## config.mk

```make
export PLATFORM = sky130hd
export DESIGN_NAME = memory_map_core
export DESIGN_NICKNAME = d
export VERILOG_FILES = /design/src/hdl/memmap_pkg.sv /design/src/hdl/vector_table.sv /design/src/hdl/byte_ram.sv /design/src/hdl/memory_map_core.sv
export SDC_FILE = /design/constraint.sdc
export NUM_CORES = 2
export LEC_CHECK = 0
export BUFFER_PORTS_ARGS = -buffer_cell sky130_fd_sc_hd__buf_4
export CAP_MARGIN = 20
export CORE_MARGIN = 5
export CORE_UTILIZATION = 45
export DETAILED_ROUTE_END_ITERATION = 16
export GPL_TIMING_DRIVEN = 1
export PLACE_DENSITY = 0.67
export SYNTH_ARGS = -nofsm -noshare
export SYNTH_HDL_FRONTEND = slang
export SYNTH_SLANG_ARGS = --single-unit
```

## constraint.sdc

```tcl
create_clock -name clk -period 9 [get_ports clk]
set_clock_uncertainty 0.05 [all_clocks]
set_input_delay 0.9 -clock clk [delete_from_list [all_inputs] [get_ports clk]]
set_output_delay 0.9 -clock clk [all_outputs]
set_load 0.05 [all_outputs]
```

## src/hdl/memmap_pkg.sv

```systemverilog
// Shared constants and carriers for the memory map, stack and data pointer block.
// Assumes a single 25 MHz clock domain shared with the CPU sequencer.
package memmap_pkg;
   localparam logic [7:0] sfr_stack_pointer = 8'h81;
   localparam logic [7:0] sfr_dp0_low = 8'h82;
   localparam logic [7:0] sfr_dp0_high = 8'h83;
   localparam logic [7:0] sfr_dp1_low = 8'h84;
   localparam logic [7:0] sfr_dp1_high = 8'h85;
   localparam logic [7:0] sfr_pointer_select = 8'h92;
   localparam logic [7:0] sfr_step_control = 8'h93;
   localparam logic [7:0] stack_reset = 8'h07;
   localparam logic [15:0] dp_reset = 16'h0000;
   localparam logic [15:0] reset_vector = 16'h0000;
   localparam logic [7:0] upper_half_base = 8'h80;
   localparam logic [7:0] bank_area_last = 8'h1f;
   localparam logic [7:0] bit_area_base = 8'h20;
   localparam int active_pointer_pos = 0;
   localparam int next_pointer_pos = 3;
   localparam int step_mode_lsb = 1;
   localparam int auto_step_pos = 0;
   localparam int extension_data_ram_bytes = 1536;
   localparam int extension_data_ram_sfr_bytes = 52;
   localparam int internal_data_ram_bytes = 256;
   localparam logic [7:0] protected_data = 8'h00;
   localparam int vector_count = 23;
   typedef enum logic [1:0] {
      step_inc1 = 2'b00,
      step_dec1 = 2'b01,
      step_inc2 = 2'b10,
      step_dec2 = 2'b11
   } step_mode_t;
   typedef enum logic [2:0] {
      op_none = 3'h0,
      op_push = 3'h1,
      op_pop = 3'h2,
      op_call = 3'h3,
      op_ret = 3'h4
   } stack_op_t;
   typedef struct packed {
      logic valid;
      logic write;
      logic indirect;
      logic [7:0] addr;
      logic [7:0] wdata;
   } internal_data_ram_req_t;
   typedef struct packed {
      logic valid;
      logic write;
      logic [7:0] addr;
      logic [7:0] wdata;
   } sfr_req_t;
   typedef struct packed {
      logic [7:0] stack_pointer;
      logic [15:0] dp0;
      logic [15:0] dp1;
      logic active_pointer;
      logic [3:0] step0;
      logic [3:0] step1;
      logic [7:0] sfr_rdata;
      logic sfr_hit;
      logic [7:0] internal_data_ram_rdata;
      logic [15:0] xaddr;
      logic [15:0] pc_load;
      logic pc_load_valid;
      logic [7:0] stack_addr;
      logic [7:0] code_rdata;
   } core_state_t;
endpackage

```

## src/hdl/vector_table.sv

```systemverilog
// Fixed interrupt entry addresses by source index.
// Combinational; the caller registers the result.
`timescale 1ns/1ps
`default_nettype none
module vector_table (
   input wire logic [4:0] source,
   output logic [15:0] entry
);
   always_comb begin
      case (source)
         5'd0: entry = 16'h0003;
         5'd1: entry = 16'h000b;
         5'd2: entry = 16'h0013;
         5'd3: entry = 16'h001b;
         5'd4: entry = 16'h0023;
         5'd5: entry = 16'h002b;
         5'd6: entry = 16'h0033;
         5'd7: entry = 16'h003b;
         5'd8: entry = 16'h0043;
         5'd9: entry = 16'h004b;
         5'd10: entry = 16'h0053;
         5'd11: entry = 16'h005b;
         5'd12: entry = 16'h0063;
         5'd13: entry = 16'h006b;
         5'd14: entry = 16'h0083;
         5'd15: entry = 16'h008b;
         5'd16: entry = 16'h0093;
         5'd17: entry = 16'h00a3;
         5'd18: entry = 16'h00ab;
         5'd19: entry = 16'h00b3;
         5'd20: entry = 16'h00bb;
         5'd21: entry = 16'h00c3;
         5'd22: entry = 16'h00eb;
         default: entry = 16'h0003;
      endcase
   end
endmodule
`default_nettype wire

```

## src/hdl/byte_ram.sv

```systemverilog
// Single-port byte RAM, synchronous write, registered read.
// Depth is fixed by the instantiating module.
`timescale 1ns/1ps
`default_nettype none
module byte_ram #(
   parameter int depth = 256,
   parameter int aw = 8
) (
   input wire logic clk,
   input wire logic we,
   input wire logic [aw-1:0] addr,
   input wire logic [7:0] wdata,
   output logic [7:0] rdata
);
   logic [7:0] mem [depth];
   always_ff @(posedge clk) begin
      if (we) begin
         mem[addr] <= wdata;
      end
      rdata <= mem[addr];
   end
endmodule
`default_nettype wire

```

## src/hdl/memory_map_core.sv

```systemverilog
// Internal RAM decode, stack pointer, dual data pointers, vectors and code protection.
// Assumes the CPU sequencer issues at most one request of each kind per cycle.
`timescale 1ns/1ps
`default_nettype none
//
// Contract
// R1: Lower 128 internal bytes are ordinary RAM by direct and indirect access.
// R2: Upper 128: indirect goes to RAM, direct goes to special registers.
// R3: Bytes 00h-1Fh are four banks of R0-R7 chosen by bank bits.
// R4: Bytes 20h-2Fh give 128 bits; bit address is 8*offset plus index.
// R5: Stack pointer resets to 07h and software may load any value.
// R6: Push adds one to the stack pointer; pop subtracts one.
// R7: Call and interrupt entry use two bytes; return lowers pointer by two.
// R8: Every reset loads the program counter with 0000h.
// R9: Each interrupt source has its own fixed entry address 0003h..00EBh.
// R10: Software self-programs only 00ECh-7FBFh, never 7FC0h or above.
// R11: With protection on, external code read-out returns 00h everywhere.
// R12: 1536 bytes of extension RAM plus 52 special bytes via external moves.
// R13: Selected data pointer addresses external moves and table reads.
// R14: Two 16-bit pointers; select bit 0 picks first, 1 picks second.
// R15: After each external move the next-pointer bit loads the select bit.
// R16: Step field: 00 +1, 01 -1, 10 +2, 11 -2 after each move.
// R17: Step control register is banked per pointer, chosen by select bit.
// R18: Software sets alternation by programming both next-pointer bits crosswise.
// R19: Stepping happens only when the auto-step enable bit is one.
// R20: Push pre-increments, pop reads then decrements; pointer marks top byte.
// R21: Reserved select and step control bits read zero and ignore writes.
module memory_map_core (
   input wire logic clk,
   input wire logic rst_n,
   input wire memmap_pkg::internal_data_ram_req_t internal_data_ram_req,
   input wire logic [1:0] bank_select_bits,
   input wire logic [2:0] reg_index,
   input wire logic reg_access,
   input wire logic [6:0] bit_addr,
   input wire logic bit_access,
   input wire memmap_pkg::sfr_req_t sfr_req,
   input wire memmap_pkg::stack_op_t stack_op,
   input wire logic xmove,
   input wire logic code_read_ext,
   input wire logic [7:0] code_data,
   input wire logic protect_enable,
   input wire logic irq_take,
   input wire logic [4:0] irq_source,
   output logic [7:0] internal_data_ram_rdata,
   output logic [7:0] sfr_rdata,
   output logic sfr_hit,
   output logic [7:0] stack_addr,
   output logic [7:0] stack_pointer_reg,
   output logic [15:0] data_pointer,
   output logic [15:0] pc_load,
   output logic pc_load_valid,
   output logic [7:0] code_rdata
);
   memmap_pkg::core_state_t st;
   memmap_pkg::core_state_t next_st;
   logic [7:0] ram_addr;
   logic ram_we;
   logic [7:0] ram_q;
   logic [15:0] vec_entry;
   logic [15:0] cur_dp;
   logic [3:0] cur_step;
   logic [15:0] stepped;
   logic [7:0] sp_plus1;

   // One storage array for all 256 indirect bytes; direct writes to the upper half never reach it
   always_comb begin
      ram_addr = internal_data_ram_req.addr;
      if (reg_access) begin
         ram_addr = {3'b000, bank_select_bits, reg_index}; // see R3
      end else if (bit_access) begin
         ram_addr = memmap_pkg::bit_area_base + {4'h0, bit_addr[6:3]}; // see R4
      end else if (stack_op == memmap_pkg::op_push || stack_op == memmap_pkg::op_call) begin
         ram_addr = sp_plus1; // see R20
      end else if (stack_op == memmap_pkg::op_pop || stack_op == memmap_pkg::op_ret) begin
         ram_addr = st.stack_pointer; // see R20
      end
   end
   // Direct writes at 80h and up are blocked from the RAM array
   assign ram_we = internal_data_ram_req.valid && internal_data_ram_req.write
      && (internal_data_ram_req.indirect || internal_data_ram_req.addr < memmap_pkg::upper_half_base); // see R1 R2

   byte_ram #(.depth(memmap_pkg::internal_data_ram_bytes), .aw(8)) internal_data_ram_store (
      .clk(clk),
      .we(ram_we),
      .addr(ram_addr),
      .wdata(internal_data_ram_req.wdata),
      .rdata(ram_q)
   );

   vector_table vectors (
      .source(irq_source),
      .entry(vec_entry)
   );

   assign sp_plus1 = st.stack_pointer + 8'h01;
   assign cur_dp = st.active_pointer ? st.dp1 : st.dp0; // see R14
   assign cur_step = st.active_pointer ? st.step1 : st.step0; // see R17

   always_comb begin
      case (memmap_pkg::step_mode_t'(cur_step[2:1]))
         memmap_pkg::step_inc1: stepped = cur_dp + 16'h0001;
         memmap_pkg::step_dec1: stepped = cur_dp - 16'h0001;
         memmap_pkg::step_inc2: stepped = cur_dp + 16'h0002;
         default: stepped = cur_dp - 16'h0002;
      endcase
   end

   always_comb begin
      next_st = st;
      next_st.pc_load_valid = 1'b0;
      next_st.internal_data_ram_rdata = ram_q;
      next_st.stack_addr = st.stack_pointer;
      next_st.code_rdata = protect_enable && code_read_ext ? memmap_pkg::protected_data : code_data; // see R11
      next_st.sfr_hit = 1'b0;
      next_st.sfr_rdata = 8'h00;
      if (sfr_req.valid) begin
         next_st.sfr_hit = 1'b1;
         if (sfr_req.addr == memmap_pkg::sfr_stack_pointer) begin
            next_st.sfr_rdata = st.stack_pointer;
         end else if (sfr_req.addr == memmap_pkg::sfr_dp0_low) begin
            next_st.sfr_rdata = st.dp0[7:0];
         end else if (sfr_req.addr == memmap_pkg::sfr_dp0_high) begin
            next_st.sfr_rdata = st.dp0[15:8];
         end else if (sfr_req.addr == memmap_pkg::sfr_dp1_low) begin
            next_st.sfr_rdata = st.dp1[7:0];
         end else if (sfr_req.addr == memmap_pkg::sfr_dp1_high) begin
            next_st.sfr_rdata = st.dp1[15:8];
         end else if (sfr_req.addr == memmap_pkg::sfr_pointer_select) begin
            next_st.sfr_rdata = {7'h00, st.active_pointer}; // see R21
         end else if (sfr_req.addr == memmap_pkg::sfr_step_control) begin
            next_st.sfr_rdata = {4'h0, cur_step}; // see R17 R21
         end else begin
            next_st.sfr_hit = 1'b0;
         end
      end
      // Stack motion; a direct software write below overrides it
      case (stack_op)
         memmap_pkg::op_push: next_st.stack_pointer = st.stack_pointer + 8'h01; // see R6
         memmap_pkg::op_pop: next_st.stack_pointer = st.stack_pointer - 8'h01; // see R6
         memmap_pkg::op_call: next_st.stack_pointer = st.stack_pointer + 8'h02; // see R7
         memmap_pkg::op_ret: next_st.stack_pointer = st.stack_pointer - 8'h02; // see R7
         default: next_st.stack_pointer = st.stack_pointer;
      endcase
      if (stack_op != memmap_pkg::op_none) begin
         next_st.stack_addr = (stack_op == memmap_pkg::op_push || stack_op == memmap_pkg::op_call)
            ? sp_plus1 : st.stack_pointer; // see R20
      end
      if (irq_take) begin
         next_st.stack_pointer = st.stack_pointer + 8'h02; // see R7
         next_st.pc_load = vec_entry; // see R9
         next_st.pc_load_valid = 1'b1;
      end
      // External move: step then swap, both after the access
      if (xmove) begin
         if (cur_step[memmap_pkg::auto_step_pos]) begin // see R19
            if (st.active_pointer) begin
               next_st.dp1 = stepped; // see R16
            end else begin
               next_st.dp0 = stepped; // see R16
            end
         end
         next_st.active_pointer = cur_step[memmap_pkg::next_pointer_pos]; // see R15
      end
      if (sfr_req.valid && sfr_req.write) begin
         if (sfr_req.addr == memmap_pkg::sfr_stack_pointer) begin
            next_st.stack_pointer = sfr_req.wdata; // see R5
         end else if (sfr_req.addr == memmap_pkg::sfr_dp0_low) begin
            next_st.dp0[7:0] = sfr_req.wdata;
         end else if (sfr_req.addr == memmap_pkg::sfr_dp0_high) begin
            next_st.dp0[15:8] = sfr_req.wdata;
         end else if (sfr_req.addr == memmap_pkg::sfr_dp1_low) begin
            next_st.dp1[7:0] = sfr_req.wdata;
         end else if (sfr_req.addr == memmap_pkg::sfr_dp1_high) begin
            next_st.dp1[15:8] = sfr_req.wdata;
         end else if (sfr_req.addr == memmap_pkg::sfr_pointer_select) begin
            next_st.active_pointer = sfr_req.wdata[memmap_pkg::active_pointer_pos]; // see R21
         end else if (sfr_req.addr == memmap_pkg::sfr_step_control) begin
            if (st.active_pointer) begin
               next_st.step1 = sfr_req.wdata[3:0]; // see R17 R21
            end else begin
               next_st.step0 = sfr_req.wdata[3:0]; // see R17 R21
            end
         end
      end
      // Extension RAM and its special bytes are reached only through this address
      next_st.xaddr = xmove ? cur_dp : next_st.active_pointer ? next_st.dp1 : next_st.dp0; // see R12 R13
   end

   always_ff @(posedge clk) begin
      if (!rst_n) begin
         st <= '0;
         st.stack_pointer <= memmap_pkg::stack_reset; // see R5
         st.dp0 <= memmap_pkg::dp_reset;
         st.dp1 <= memmap_pkg::dp_reset;
         st.pc_load <= memmap_pkg::reset_vector; // see R8
         st.pc_load_valid <= 1'b1;
         st.stack_addr <= memmap_pkg::stack_reset;
      end else begin
         st <= next_st;
      end
   end

   // RAM read register already gives the one-cycle answer
   assign internal_data_ram_rdata = ram_q;
   assign sfr_rdata = st.sfr_rdata;
   assign sfr_hit = st.sfr_hit;
   assign stack_addr = st.stack_addr;
   assign stack_pointer_reg = st.stack_pointer;
   assign data_pointer = st.xaddr;
   assign pc_load = st.pc_load;
   assign pc_load_valid = st.pc_load_valid;
   assign code_rdata = st.code_rdata;

   a_sp_push: assert property (@(posedge clk) disable iff (!rst_n) // see R6
      stack_op == memmap_pkg::op_push && !irq_take && !(sfr_req.valid && sfr_req.write)
      |=> stack_pointer_reg == $past(stack_pointer_reg) + 8'h01) else $error("push step wrong");
   a_sp_pop: assert property (@(posedge clk) disable iff (!rst_n) // see R6
      stack_op == memmap_pkg::op_pop && !irq_take && !(sfr_req.valid && sfr_req.write)
      |=> stack_pointer_reg == $past(stack_pointer_reg) - 8'h01) else $error("pop step wrong");
   a_sp_ret: assert property (@(posedge clk) disable iff (!rst_n) // see R7
      stack_op == memmap_pkg::op_ret && !irq_take && !(sfr_req.valid && sfr_req.write)
      |=> stack_pointer_reg == $past(stack_pointer_reg) - 8'h02) else $error("return step wrong");
   a_sp_irq: assert property (@(posedge clk) disable iff (!rst_n) // see R7
      irq_take && !(sfr_req.valid && sfr_req.write)
      |=> stack_pointer_reg == $past(stack_pointer_reg) + 8'h02) else $error("irq stack wrong");
   a_reset_state: assert property (@(posedge clk) // see R5
      !rst_n |=> stack_pointer_reg == 8'h07 && pc_load == 16'h0000 && pc_load_valid)
      else $error("reset values wrong");
   a_protect_zero: assert property (@(posedge clk) disable iff (!rst_n) // see R11
      protect_enable && code_read_ext |=> code_rdata == 8'h00) else $error("protected read leaked");
   a_swap_next: assert property (@(posedge clk) disable iff (!rst_n) // see R15
      xmove && !(sfr_req.valid && sfr_req.write) |=> st.active_pointer == $past(cur_step[3]))
      else $error("pointer swap wrong");
   a_step_hold: assert property (@(posedge clk) disable iff (!rst_n) // see R19
      xmove && !cur_step[0] && !(sfr_req.valid && sfr_req.write)
      |=> st.dp0 == $past(st.dp0) && st.dp1 == $past(st.dp1)) else $error("pointer moved while off");
   a_dir_upper: assert property (@(posedge clk) disable iff (!rst_n) // see R2
      internal_data_ram_req.valid && !internal_data_ram_req.indirect && internal_data_ram_req.addr >= 8'h80 |-> !ram_we)
      else $error("direct upper write hit RAM");
   a_sel_read: assert property (@(posedge clk) disable iff (!rst_n) // see R21
      sfr_req.valid && sfr_req.addr == 8'h92 |=> sfr_rdata[7:1] == 7'h00) else $error("reserved bits set");

   c_xmove_step: cover property (@(posedge clk) disable iff (!rst_n) xmove && cur_step[0]);
   c_irq: cover property (@(posedge clk) disable iff (!rst_n) irq_take);
   c_call_ret: cover property (@(posedge clk) disable iff (!rst_n)
      stack_op == memmap_pkg::op_call ##[1:20] stack_op == memmap_pkg::op_ret);
endmodule
`default_nettype wire

```

Yosys cells after proc, flatten, opt, wreduce, memory -nomap -nowiden
Memory sizes are Yosys's and may differ from the RTL's. A register that Yosys moved wholly into a read port is not among the register bits.
Cells that the tools add are included.
{"block": "op_classes", "bitwise_logic": 8, "reduce_logical": 14, "magnitude_cmp": 1, "addsub": 9, "muxes": 52, "eq_ne": 13}
{"op": "$mux 8", "n": 21}
{"op": "$mux 16", "n": 5}
{"op": "$eq 8x8->1 const B", "n": 7}
{"op": "$mux 25", "n": 2}
{"op": "$mux 49", "n": 1}
{"op": "$pmux 16 s3", "n": 1}
{"op": "$mux 41", "n": 1}
{"op": "$mux 33", "n": 1}
{"op": "$mux 32", "n": 1}
{"op": "$pmux 8 s4", "n": 1}
{"op": "$mux 4", "n": 5}
{"op": "$mux 9", "n": 2}
{"op": "$reduce_and 9->1", "n": 2}
{"op": "$add 16x1->16 const B", "n": 1}
{"op": "$add 16x2->16 const B", "n": 1}
{"op": "$sub 16x1->16 const B", "n": 1}
{"op": "$sub 16x2->16 const B", "n": 1}
{"op": "$mux 1", "n": 11}
{"op": "$add 8x1->8 const B", "n": 1}
{"op": "$add 8x2->8 const B", "n": 1}
{"op": "$lt 8x8->1 const B", "n": 1}
{"op": "$not 1->1", "n": 8}
{"op": "$sub 8x1->8 const B", "n": 1}
{"op": "$sub 8x2->8 const B", "n": 1}
{"op": "other kinds (13)", "n": 19}
{"block": "totals", "elab_cells": 112, "out_inout_bits": 74, "n_memories": 2, "ramBits": 2048, "ff_bits": 107, "mem_bits_ro": 160}
{"name": "internal_data_ram_store.mem", "depth": 256, "word_bits": 8, "read_ports": 1, "rd_clocked_by_memory_dff": 1, "write_ports": 1, "line": "byte_ram.sv:15", "rtl": "logic [7:0] mem [depth];"}
{"name": "(no name shown)", "depth": 32, "word_bits": 5, "read_ports": 1, "rd_clocked_by_memory_dff": 1, "write_ports": 0, "line": "vector_table.sv:10", "rtl": "case (source)"}

Longest topological paths before layout
{"block": "logic_depth", "word_depth": 15, "mapped_depth": 18, "mapped_depth_nobuf": 14}

By module
Synthesis repeated with hierarchy kept, for this count alone.
{"block": "hier_totals", "hier_cells": 4611, "area_unflattened_um2": 86541.8}
{"mod": "byte_ram", "instances": 1, "cells_per_inst": 3547, "area_each_um2": 78492.8, "seq_area_each_um2": 61659.1}
{"mod": "memory_map_core", "instances": 1, "cells_per_inst": 1025, "area_each_um2": 7780.0, "seq_area_each_um2": 2142.1}
{"mod": "vector_table", "instances": 1, "cells_per_inst": 39, "area_each_um2": 269.0, "seq_area_each_um2": 0.0}

Worst setup path before layout
Ideal clock, no wire load.
{"block": "synth_path", "kind": "input to register", "from": "input stack_op[0]", "to": "memory internal_data_ram_store.mem[160][0], enable pin", "setup_ns": 0.370, "t_arrival_ns": 3.486, "n_path_buf": 4, "path_slack_ns": 5.094, "t_required_ns": 8.580, "path_stages": 12, "path_cell_list": "buf_4 > buf_4 > buf_2 > inv_1 > nor2_1 > o21ai_0 > a41oi_1 > nand2_1 > nor2_1 > nand2_1 > clkbuf_1 > nor2_1"}
{"block": "synth_via", "elab_chain_cells": 6, "elab_cells_between_ends": 10}
{"element": "start: declaration", "line": "memory_map_core.sv:38", "rtl": "input wire memmap_pkg::stack_op_t stack_op,"}
{"element": "$eq 3x2->1 or $eq 3x3->1 (tied branches)", "line": "memory_map_core.sv:75", "rtl": "end else if (stack_op == memmap_pkg::op_pop || stack_op == memmap_pkg::op_ret) begin"}
{"element": "$logic_or 1x1->1", "line": "memory_map_core.sv:75"}
{"element": "$mux 8", "line": "memory_map_core.sv:75"}
{"element": "$mux 8 (*)", "line": "memory_map_core.sv:73", "rtl": "end else if (stack_op == memmap_pkg::op_push || stack_op == memmap_pkg::op_call) begin"}
{"element": "$mux 8 (*)", "line": "memory_map_core.sv:71", "rtl": "end else if (bit_access) begin"}
{"element": "$mux 8 (*)", "line": "memory_map_core.sv:69", "rtl": "if (reg_access) begin"}
{"element": "end: declaration", "line": "byte_ram.sv:15"}
Mark *: on every way between the ends. The rest lies on a longest branch, timed or not.

Worst setup path in the final report
{"block": "layout_path", "from": "register st, in the netlist stack_pointer_reg[0]", "to": "register internal_data_ram_store.rdata[6] (read register of internal_data_ram_store.mem)"}
{"block": "layout_via", "elab_chain_cells": 4, "elab_cells_between_ends": 5}
{"element": "start: declaration", "line": "memory_map_core.sv:55", "rtl": "memmap_pkg::core_state_t st;"}
{"element": "start signal: assignment", "line": "memory_map_core.sv:200", "rtl": "st <= next_st;"}
{"element": "$add 8x1->8 or $mux 8 (tied branches)", "line": "memory_map_core.sv:96, memory_map_core.sv:75"}
{"element": "$mux 8 (*)", "line": "memory_map_core.sv:73"}
{"element": "$mux 8 (*)", "line": "memory_map_core.sv:71"}
{"element": "$mux 8 (*)", "line": "memory_map_core.sv:69"}
{"element": "end: declaration", "line": "byte_ram.sv:13", "rtl": "output logic [7:0] rdata"}
Marks and branches as above.
A chain may end at the register's enable or synchronous reset.

==> summary.txt <==
Clocking
  • Insertion delay to the later sink of the worst-skew pair: ~0.85 ns
  • Clock H-tree levels: 4
  • Resized Gates After CTS: 0
  • CTS tree: yes
  • Clock Path Buffers: 3
  • Buffer cell driving the clock tree root: clkbuf_16
  • Clock transition at path regs: roughly 0.060 ns
  • Clk sink count: approximately 2,200
  • Setup fix buffers added after clock tree synthesis: 0
  • Post-CTS Hold Fix Bufs: 0
  • Total CTS buffers: roughly 210

STA
  • Final setup viols: 0
  • Post-layout minimum cycle time: between 6 and 7 ns
  • Setup WS post-layout: 2.59 ns
  • Worst hold slack: between 0.15 and 0.2 ns
  • RSZ-0062 raised after global routing: false
  • Crit share post-route: 0.713
  • Count of final max-slew check failures: 0
  • Worst Tran Pin Value: roughly 1.3 ns
  • Aggregate negative setup slack: 0 ns
  • Final Hold Violating Endpoints: 0
  • Fmax: roughly 160 MHz
  • Slew headroom: 0.126

Power
  • Reported net switching power: 5680 uW
  • Internal power of the cells: around 16,000 uW
  • Power Total: between 20,000 and 25,000 uW
  • Total power per unit cell area: about 220 nW/um^2
  • Worst ir drop on vdd: 0.000220 V
  • Clk pwr share: 0.390
  • Switching share of power: 0.260
  • Static Leak: between 0.03 and 0.04 uW
  • Logic gate share of total power: 0.105
  • Sequential power share: 0.505

Routing
  • Detailed Route Iter0 Violations: 9,495
  • DRC errors left: 0
  • Router iterations before antenna repair: 7
  • Total wire length: about 280,000 um
  • Ratio of routed vias to standard cells: roughly 6.2
  • Antenna viol nets, final: 0
  • Mean routed wirelength per cell: 28.1 um
  • Vias after detailed routing: between 60,000 and 70,000

GRT
  • Final global-route overflow total: 0
  • Largest net degree at the start of global routing: between 150 and 200
  • Antenna violations before repair: 9
  • Vias in the first global route: slightly below 60,000
  • Total global-route track usage: 0.262
  • Global-route wire length before repair: slightly above 400,000 um

Floorplan
  • Area of the die: roughly 210,000 um^2
  • Placeable core area: roughly 200,000 um^2
  • Cell Rows: about 160
  • Die span in y: around 460 um
  • Die extent in x: approximately 460 um
  • # IOs: around 150
  • Initial core utilization: 0.453

Run
  • Number of maximum-capacitance constraint violations: 0

Critical path
  • Maximum single-stage delay on the critical path: between 1 and 1.5 ns
  • Req. time, crit path: between 9 and 10 ns
  • Max stage delay cell, worst path: nor2_1
  • Cells along the critical path: ha_1, nor4bb_1, nor4_4, a211o_1, nand2_8, buf_12, nor2_1, buf_4, a21oi_1, nor4_1, or4_1, a211o_1
  • Arrival @ worst endpoint: 7.18 ns
  • Class of the most critical setup path: flop to flop
  • Critical Path Sink Type: flop
  • Worst-case reg-to-reg path depth: 12
  • Library cell appearing most often on the critical path: a211o_1
  • Largest fanout of any net on the critical path: 84
  • Critical Path Source Type: flop

Synth
  • Asr flop ratio synth: 0
  • Number of enable-type register cells in the synthesized netlist: between 2,000 and 2,500
  • Netlist area before placement: 90,800 um^2
  • #FFs+latches synth: around 2,200
  • Gate count after technology mapping: ~7,300
  • Netlist cell types: approximately 110
  • Yosys warning total: 0
  • Proportion of synthesized chip area in sequential cells: 0.701
  • Per-instance average area after synthesis: ~12 um^2
  • Ys flop type: edfxtp_1

Min path
  • Cells on Worst Hold Path: 2
  • Hold Path Class: input pin to flop

Cells and area
  • Area Overhead vs Synth: 10.5%
  • Max FFs per register: 2,048
  • Share of cells above drive strength 1: 0.0904
  • Number of nets in the finished design: about 7,400
  • Largest register by flop count: internal_data_ram_store.mem

Run status
  • Result of the run: finished, final reports clean

Placement
  • Placer congestion estimate: between 0.9 and 1
  • Port-buffer cells: about 130
  • Worst setup slack after placement: ~2.6 ns
  • HPWL reported at the end of detailed placement: between 150,000 and 200,000 um
## power by group through the flow
stage / Sequential [uW] / Combinational, uW / Clock, uW
after floorplan: 11200 / 1330 / 0
after global placement: 11200 / 2200 / 0
after detailed placement: 11300 / 2220 / 0
after CTS: 11000 / 2230 / 8570
after global routing: 11000 / 2390 / 8980
final: 11000 / 2300 / 8530
## worst max-delay path, delay by kind of cell, from the launching register on
kind	cells	cell delay, ns
buf+inv	2	0.74
simple gates	6	3.23
flops	1	0.72
fa+ha+maj	1	0.40
compound gates	3	1.04
## synth_stat cells, types with 86 or more instances
| cell | number | area (um^2) |
|---|---|---|
| clkbuf_1 | 120 | 450 |
| buf_2 | 250 | 1250 |
| a31oi_1 | 96 | 601 |
| and3_1 | 86 | 538 |
| buf_4 | 125 | 938 |
| nor2_1 | 428 | 1610 |
| nand2_1 | 1812 | 6800 |
| mux2i_1 | 189 | 1890 |
| nand3_1 | 904 | 4520 |
| dfxtp_1 | 105 | 2100 |
| a21oi_1 | 207 | 1040 |
| o21ai_0 | 93 | 465 |
| edfxtp_1 | 2048 | 61500 |
## area by class of cell
class	count	area (um^2)
Sequential cell	2153	63600
Inverter	36	135
Clock buffer	259	5440
Clock inverter	128	1180
Timing Repair Buffer	284	2380
Tap cell	2656	3320
Antenna cell	4	10.0
Multi-Input combinational cell	4583	24200
Fill cell	17100	100000
## layout by cell type (no fill, tap or decap), types with 46 or more instances in the layout
cell,synthesis,layout
a21oi_1,207,206
clkinv_1,1,60
clkbuf_1,120,46
nand4_1,72,72
edfxtp_1,2048,2048
nor2_1,428,421
and3_1,86,86
buf_4,125,260
mux2i_1,189,189
nor3_1,55,53
o21ai_0,93,93
nand2_1,1812,1811
dfxtp_1,105,104
o211ai_1,47,47
nand3_1,904,904
clkbuf_16,0,207
a31oi_1,96,95
## cells by family after synthesis
kind of cell,after synthesis,synth area share
compound gates,788,0.0598
flops,2153,0.701
xor+xnor,40,0.00394
buf+inv,579,0.0343
simple gates,3483,0.167
other cells,1,0.0000413
mux,245,0.0319
fa+ha+maj,18,0.00248
## routing by layer
metal / vias to the layer above / GRT usage / share of wire
met4: 8 / 0.131 / 0.057
met5: - / 0 / 0.00021
met1: 30800 / 0.356 / 0.38
met2: 3969 / 0.394 / 0.45
li1: 26700 / - / -
met3: 715 / 0.0651 / 0.12
## per-stage QoR
step | utilization | area, um^2 | instances
final | 0.501 | 100000 | 10100
after global placement | 0.467 | 93600 | 9707
after CTS | 0.500 | 100000 | 10100
after global routing | 0.501 | 100000 | 10100
after floorplan | - | 90800 | 7315
after detailed placement | 0.467 | 93600 | 9709
## path summary, 6_finish.rpt
kind | slack, ns | start | end
min reg2reg | 0.42 | pc_load[5] | pc_load[5]
max reg2reg | 2.59 | stack_pointer_reg[0] | internal_data_ram_store.rdata[6]
min | 0.19 | code_data[5] | code_rdata[5]
max | 2.59 | stack_pointer_reg[0] | internal_data_ram_store.rdata[6]
Note: power is estimated with default switching activity, not from simulation.
